--- config.mk ---
export PLATFORM = sky130hd
export DESIGN_NAME = clock_gen_config_status_regs
export DESIGN_NICKNAME = d
export VERILOG_FILES = /design/src/rtl/clkgen_regs_pkg.sv /design/src/rtl/divider_decode.sv /design/src/rtl/clock_gen_config_status_regs.sv
export SDC_FILE = /design/constraint.sdc
export NUM_CORES = 1
export LEC_CHECK = 0
export BUFFER_PORTS_ARGS = -buffer_cell sky130_fd_sc_hd__buf_2
export CAP_MARGIN = 20
export CORE_UTILIZATION = 51
export DETAILED_ROUTE_END_ITERATION = 8
export GPL_ROUTABILITY_DRIVEN = 0
export HOLD_SLACK_MARGIN = 0.1
export PLACE_DENSITY = 0.78
export SLEW_MARGIN = 20
export SYNTH_ARGS = -nofsm -noshare
export SYNTH_HDL_FRONTEND = slang
export SYNTH_SLANG_ARGS = --single-unit
--- constraint.sdc ---
create_clock -name core_clk -period 2 [get_ports core_clk]
set_input_delay 0.6 -clock core_clk [delete_from_list [all_inputs] [get_ports core_clk]]
set_output_delay 0.6 -clock core_clk [all_outputs]
set_load 0.02 [all_outputs]
--- src/rtl/clkgen_regs_pkg.sv ---
// Purpose: Constants for the clock generator configuration/status bank
// Assumes: Registers reached by byte index over the serial config port
// Notes:   Offsets are register indices as printed
package clkgen_regs_pkg;
  localparam logic [3:0] OFS_DEVCFG   = 4'h3;
  localparam logic [3:0] OFS_DIVCFG   = 4'h4;
  localparam logic [3:0] OFS_STATUS   = 4'h5;
  localparam logic [3:0] OFS_OUTPWR   = 4'h6;
  localparam logic [3:0] OFS_FBPWR    = 4'h7;
  localparam logic [3:0] OFS_MODECFG  = 4'h2;
  localparam int         POS_PIN_GATE = 7;
  localparam int         POS_QUAL     = 6;
  localparam int         POS_SLEW     = 5;
  localparam int         POS_CLR_LO   = 3;
  localparam logic [7:0] RST_DEVCFG   = 8'h00;
  localparam logic [3:0] RST_DIVSEL   = 4'h0;
  localparam logic [7:0] RST_OUTPWR   = 8'h00;
  localparam logic       RST_FBPWR    = 1'b0;
  localparam int         REFAIL_CYC   = 4;
  localparam int         POLL_CYC     = 2;
endpackage

--- src/rtl/divider_decode.sv ---
// Purpose: Map divider select code to input and feedback divider values
// Assumes: Combinational lookup
// Notes:   Reserved codes give zero dividers and a reserved flag
`timescale 1ns/1ps
`default_nettype none
module divider_decode (
  input  wire logic [3:0] sel,
  output logic      [2:0] p_div,
  output logic      [4:0] m_div,
  output logic            reserved
);
  always_comb begin
    reserved = 1'b0;
    unique case (sel)
      4'h0: begin p_div = 3'h1; m_div = 5'h10; end
      4'h1: begin p_div = 3'h1; m_div = 5'h0C; end
      4'h2: begin p_div = 3'h2; m_div = 5'h0C; end
      4'h3: begin p_div = 3'h1; m_div = 5'h08; end
      4'h4: begin p_div = 3'h2; m_div = 5'h10; end
      4'h6: begin p_div = 3'h2; m_div = 5'h08; end
      4'h7: begin p_div = 3'h3; m_div = 5'h0C; end
      4'h8: begin p_div = 3'h4; m_div = 5'h10; end
      4'hA: begin p_div = 3'h4; m_div = 5'h0C; end
      4'hE: begin p_div = 3'h4; m_div = 5'h08; end
      4'hF: begin p_div = 3'h6; m_div = 5'h0C; end
      default: begin p_div = 3'h0; m_div = 5'h00; reserved = 1'b1; end
    endcase
  end
endmodule
`default_nettype wire

--- src/rtl/clock_gen_config_status_regs.sv ---
// Purpose: Configuration and status register bank of the clock generator
// Assumes: Serial port decoded upstream into byte write/read strobes
// Notes:   Status pins arrive asynchronously and are synchronised here
`timescale 1ns/1ps
`default_nettype none
module clock_gen_config_status_regs
  import clkgen_regs_pkg::*;
(
  input  wire logic       core_clk,
  input  wire logic       resetn,
  input  wire logic [3:0] reg_addr,
  input  wire logic       reg_wr,
  input  wire logic [7:0] reg_wdata,
  input  wire logic       reg_rd,
  output logic      [7:0] reg_rdata,
  input  wire logic [1:0] sel_input_pin,
  input  wire logic       lock_pin,
  input  wire logic [3:0] input_fail_pin,
  input  wire logic [3:0] input_valid_qualifiers,
  input  wire logic       external_feedback,
  output logic            int_pin_n,
  output logic      [3:0] ref_qualified,
  output logic            phase_slew_direction,
  output logic      [3:0] bank_output_gate,
  output logic      [2:0] input_divider,
  output logic      [4:0] feedback_divider,
  output logic            divider_reserved,
  output logic      [7:0] output_power_bits,
  output logic            feedback_output_power
);
  logic [7:0] dev_cfg;
  logic [3:0] div_sel;
  logic [7:0] out_pwr;
  logic       fb_pwr;
  logic [1:0] sel_s1, sel_s2, sel_d;
  logic       lock_s1, lock_s2, lock_d;
  logic [3:0] fail_s1, fail_s2;
  logic [3:0] fail_flags;
  logic       int_flag;
  logic [3:0] clear_req;
  logic       status_rd;
  logic       event_hit;
  logic [3:0] qual_s1, qual_s2;
  logic       ext_s1, ext_s2;
  logic       wr_devcfg;
  logic       wr_divcfg;
  logic       wr_outpwr;
  logic       wr_fbpwr;
  logic       wr_modecfg;
  logic [3:0] refail_mask;

  // Cycles allowed for a cleared but still failed flag to come back
  localparam int REFAIL_WIN = REFAIL_CYC;

  // One address compare shared by every write decode and the status read strobe
  function automatic logic addr_hit(input logic [3:0] addr,
                                    input logic [3:0] ofs);
    addr_hit = (addr == ofs);
  endfunction

  assign wr_devcfg  = reg_wr && addr_hit(reg_addr, OFS_DEVCFG);
  assign wr_divcfg  = reg_wr && addr_hit(reg_addr, OFS_DIVCFG);
  assign wr_outpwr  = reg_wr && addr_hit(reg_addr, OFS_OUTPWR);
  assign wr_fbpwr   = reg_wr && addr_hit(reg_addr, OFS_FBPWR);
  assign wr_modecfg = reg_wr && addr_hit(reg_addr, OFS_MODECFG);
  assign clear_req  = wr_modecfg ? reg_wdata[POS_CLR_LO +: 4] : 4'h0;
  assign status_rd  = reg_rd && addr_hit(reg_addr, OFS_STATUS);

  // Two-stage synchronisers for the status pins
  always_ff @(posedge core_clk) begin
    if (!resetn) begin
      sel_s1  <= 2'h0;
      sel_s2  <= 2'h0;
      lock_s1 <= 1'b0;
      lock_s2 <= 1'b0;
      fail_s1 <= 4'h0;
      fail_s2 <= 4'h0;
      qual_s1 <= 4'h0;
      qual_s2 <= 4'h0;
      ext_s1  <= 1'b0;
      ext_s2  <= 1'b0;
    end else begin
      sel_s1  <= sel_input_pin;
      sel_s2  <= sel_s1;
      lock_s1 <= lock_pin;
      lock_s2 <= lock_s1;
      fail_s1 <= input_fail_pin;
      fail_s2 <= fail_s1;
      qual_s1 <= input_valid_qualifiers;
      qual_s2 <= qual_s1;
      ext_s1  <= external_feedback;
      ext_s2  <= ext_s1;
    end
  end

  always_ff @(posedge core_clk) begin
    if (!resetn) begin
      sel_d  <= 2'h0;
      lock_d <= 1'b0;
    end else begin
      sel_d  <= sel_s2;
      lock_d <= lock_s2;
    end
  end

  // Device configuration: pin gate, qualifier gate, slew, bank gates
  always_ff @(posedge core_clk) begin
    if (!resetn) begin
      dev_cfg <= RST_DEVCFG;
    end else if (wr_devcfg) begin
      dev_cfg <= reg_wdata;
    end
  end

  // Divider select; the upper nibble is never stored
  always_ff @(posedge core_clk) begin
    if (!resetn) begin
      div_sel <= RST_DIVSEL;
    end else if (wr_divcfg) begin
      div_sel <= reg_wdata[3:0];
    end
  end

  // Output power bits, one per differential output
  always_ff @(posedge core_clk) begin
    if (!resetn) begin
      out_pwr <= RST_OUTPWR;
    end else if (wr_outpwr) begin
      out_pwr <= reg_wdata;
    end
  end

  // Feedback power bit; bits 7:1 are not stored
  always_ff @(posedge core_clk) begin
    if (!resetn) begin
      fb_pwr <= RST_FBPWR;
    end else if (wr_fbpwr) begin
      fb_pwr <= reg_wdata[0];
    end
  end

  // Sticky failure flags; a live failure beats a clear
  always_ff @(posedge core_clk) begin
    if (!resetn) begin
      fail_flags <= 4'h0;
    end else begin
      fail_flags <= (fail_flags & ~clear_req) | fail_s2;
    end
  end

  // Remembers which cleared flags were still failing, for the refail check
  always_ff @(posedge core_clk) begin
    if (!resetn) begin
      refail_mask <= 4'h0;
    end else if (|clear_req) begin
      refail_mask <= clear_req & fail_s2;
    end
  end

  assign event_hit = |(fail_s2 & ~fail_flags)
                   | (lock_d & ~lock_s2)
                   | (sel_d != sel_s2);

  // Interrupt flag: set wins over read clear, independent of pin gate
  always_ff @(posedge core_clk) begin
    if (!resetn) begin
      int_flag <= 1'b0;
    end else if (event_hit) begin
      int_flag <= 1'b1;
    end else if (status_rd) begin
      int_flag <= 1'b0;
    end
  end

  always_comb begin
    unique case (reg_addr)
      OFS_DEVCFG:  reg_rdata = dev_cfg;
      OFS_DIVCFG:  reg_rdata = {4'h0, div_sel};
      OFS_STATUS:  reg_rdata = {~int_flag, fail_flags, ~lock_s2, sel_s2};
      OFS_OUTPWR:  reg_rdata = out_pwr;
      OFS_FBPWR:   reg_rdata = {7'h00, fb_pwr};
      default:     reg_rdata = 8'h00;
    endcase
  end

  divider_decode u_div (
    .sel      (div_sel),
    .p_div    (input_divider),
    .m_div    (feedback_divider),
    .reserved (divider_reserved)
  );

  assign int_pin_n = ~(dev_cfg[POS_PIN_GATE] & int_flag);
  assign ref_qualified = dev_cfg[POS_QUAL] ? qual_s2
                                           : 4'hF;
  assign phase_slew_direction = dev_cfg[POS_SLEW];
  assign bank_output_gate = dev_cfg[3:0];
  assign output_power_bits = out_pwr;
  assign feedback_output_power = ext_s2 | fb_pwr;
endmodule
`default_nettype wire

==> results.txt <==
Outcome - finished, violations left
Failing checks - negative setup slack
Fin area - 0.002900 mm^2
Post-route insts no fill - 368
Clock buffer depth - 2
Post-layout nets - 343
Die width - 69.06 um
Layout cell share with drive strength beyond 1 - 0.3671
Max Cap Violations - 0
Synth warn - 0
DR vias - 1999
P_leak - 1.236 nW
Crit path launch type - input port
Min Hold Slack - 0.4395 ns
Total wire length - 5.376 mm
Number of synthesized register bits - 53
Dpl cells - 355
Worst-path clk slew - 0.09 ns
Post-synthesis sequential area ratio - 0.4626
Synthesized cell area - 0.002293 mm^2
Placement row count - 24
TritonCTS clock tree - yes
Clk Latency, worst-skew pair - 0.30 ns
Dpl cell area - 0.002641 mm^2
Via/cell ratio - 5.432
Post-route setup slack - -0.1743 ns
Total CTS buffers - 5
Synthesis-to-layout area growth - 26.46%
Hold path cells - 1
Worst EP required - 1.40 ns
Fmax - 459.9 MHz
Post-synth cell types - 42
GRT Residual Overflow - 0
Power Density - 680.2 mW/mm^2
Die area - 0.004769 mm^2
CTS Sinks - 53
Slew Limit Fails - 0
Met2 layer usage reported by global route - 0.3840
Hold_buf cts - 0
Worst Hold Path EP - qual_s2[3]$_SDFF_PN0_
GRT Max-Usage Layer - met2
R2r endpoint - int_flag$_SDFFE_PN0P_
Vias in the first global route - 1851
Top post-synthesis cells by area - dfxtp_1 (46%), and2_1 (7.4%), a21oi_1 (4.8%), o21ai_0 (4.8%), nand3_1 (4.4%)
DRT iter0 DRCs - 163
CP arrival - 1.57 ns
Height of the die - 69.06 um
Crit end category - output pin
# H-tree levels - 2
Final hold viol count - 0
Clk_skew - 0.001287 ns
Final setup violating endpoints - 8
Synth area leader - dfxtp_1
Root buf cell - clkbuf_8
RSZ-0062 raised after global routing - true
1st-pass router iterations - 4
Avg Cell Area, Syn - 9.211 um^2
Fill cell count - 368
GR Layer Usage met3 - 0.04678
Remaining DRCs - 0
CP max FO - 5
Initial antenna violation count - 0
Initial Utilization - 0.5304
Kind of critical path - in2out
R2r startpoint - sel_s2[1]$_SDFF_PN0_
R2r worst-path depth - 3
Wirelength per Cell - 14.61 um
Post-synth top area share - 0.4626
Num ports - 64
Final worst path period share - 1.087
Post-layout min period - 2.174 ns
Hold Crit Class - reg2reg
DRT antenna net count - 0
Setup Total Neg Slack - -0.9722 ns
Reg2reg setup slack - 0.72 ns
GRT met1 Usage - 0.2951
Core box area - 0.004324 mm^2
Gr usage total - 0.2266
Syn Inst Count - 249
Antenna cell count - 0
Largest net degree at the start of global routing - 23
Hold Startpoint - qual_s1[3]$_SDFF_PN0_
Port buffer count - 61
Maximum vdd drop - 753.1 uV
First-pass GRT wire length - 8.763 mm
HPWL Detailed - 3.770 mm
cells in the final DEF (no fill, tap or decap), types with 2 or more instances in the layout:
cell type  instances
a21oi_1           22
o31ai_1            2
a31oi_1            5
xor2_1             2
and4bb_4           2
and2_1            27
conb_1             2
nand3_1           20
buf_6              9
dfxtp_2            3
o21ai_0           22
dfxtp_1           50
a221o_1            4
nor2_1             6
mux2i_2            3
nand2_2            4
nand2b_1           5
nor4b_2            2
a22oi_2            4
inv_1              9
nor2b_1            3
nand2_1            5
clkbuf_8           6
buf_4             19
buf_2             52
o21a_1             5
Yosys cell counts (all sizes together):
cell / number
nand3: 20
a22oi: 4
a2111o: 1
nand4: 1
and4bb: 2
nand4bb: 1
nand2: 9
inv: 9
nor4bb: 1
a32o: 1
a21oi: 22
nor4b: 2
nor2b: 5
nand2b: 5
a221o: 4
and2: 27
buf: 17
o21a: 5
o31ai: 2
dfxtp: 53
or2: 2
mux2i: 3
o21ai: 23
nor3: 1
a21boi: 1
a211oi: 1
nand3b: 1
xor2: 2
o31a: 1
and3b: 1
a31oi: 5
nor2: 6
clkbuf: 7
nor3b: 1
and4b: 1
conb: 1
mux4: 1
report_power, final:
part | internal (mW) | leakage [nW] | switching [mW]
clock network | 0.288 | 0.0518 | 0.353
logic | 0.103 | 0.749 | 0.119
registers | 1.09 | 0.435 | 0.0193
total | 1.48 | 1.24 | 0.491
layer usage:
layer / vias up / wire, um / share of wire
met3: 9 / 301 / 0.056
met4: 0 / 55 / 0.010
met5: - / 0 / 0
met2: 77 / 2628 / 0.49
li1: 996 / - / -
met1: 917 / 2391 / 0.44
flip-flops by register name (all words and copies together) (netlist names):
register	cells
dev_cfg	8
output_power_bits	8
div_sel	4
fail_flags	4
fail_s1	4
fail_s2	4
qual_s1	4
qual_s2	4
sel_d	2
sel_s1	2
sel_s2	2
ext_s1	1
ext_s2	1
fb_pwr	1
int_flag	1
lock_d	1
lock_s1	1
lock_s2	1
metrics by stage:
| step | power (mW) | util | setup WS, ns |
|---|---|---|---|
| floorplan | 1.259 | - | 0.003722 |
| global placement | 1.331 | 0.6108 | -0.2394 |
| detailed placement | 1.337 | 0.6108 | -0.2583 |
| CTS | 1.974 | 0.6528 | -0.1547 |
| global route | 2.048 | 0.6707 | -0.2034 |
| finish | 1.973 | 0.6707 | -0.1743 |
kinds of logic after synthesis:
| logic type | share of synthesized area |
|---|---|
| buffers and inverters | 0.08401 |
| AND/OR/NAND/NOR | 0.2362 |
| multiplexers | 0.02291 |
| XOR/XNOR | 0.007639 |
| other | 0.001635 |
| AO/OA/AOI/OAI | 0.1849 |
| flip-flops | 0.4626 |
layout make-up:
| type | instances | area [um^2] | share of cell area |
|---|---|---|---|
| Multi-Input combinational cell | 164 | 1097 | 0.3783 |
| Inverter | 9 | 33.78 | 0.01165 |
| Clock inverter | 2 | 17.52 | 0.006040 |
| Clock buffer | 6 | 82.58 | 0.02847 |
| Sequential cell | 53 | 1065 | 0.3671 |
| Tap cell | 52 | 65.06 | 0.02243 |
| Timing Repair Buffer | 82 | 539.3 | 0.1859 |
worst max path at each step:
stage / slack (ns) / depth (start not counted) / start / end
final: -0.17 / 4 / reg_addr[0] / reg_rdata[0]
after global routing: -0.20 / 4 / reg_addr[0] / reg_rdata[0]
after CTS: -0.15 / 4 / reg_addr[0] / reg_rdata[0]
after detailed placement: -0.26 / 4 / reg_addr[0] / reg_rdata[0]
after global placement: -0.24 / 4 / reg_addr[0] / reg_rdata[0]
after floorplan: 0.004 / 4 / reg_addr[2] / reg_rdata[1]
repair_timing:
action                                  in CTS  in global routing
setup buffers                                0                  5
gates resized for setup                     24                  9
pin swaps                                    6                  1
endpoints found under the setup margin      10                 11
critical path: stages:
cell and delay, ns:
buf_8 0.09, mux4_2 0.49, a32o_2 0.26, buf_6 0.13
(Power assumes the default switching activity.)
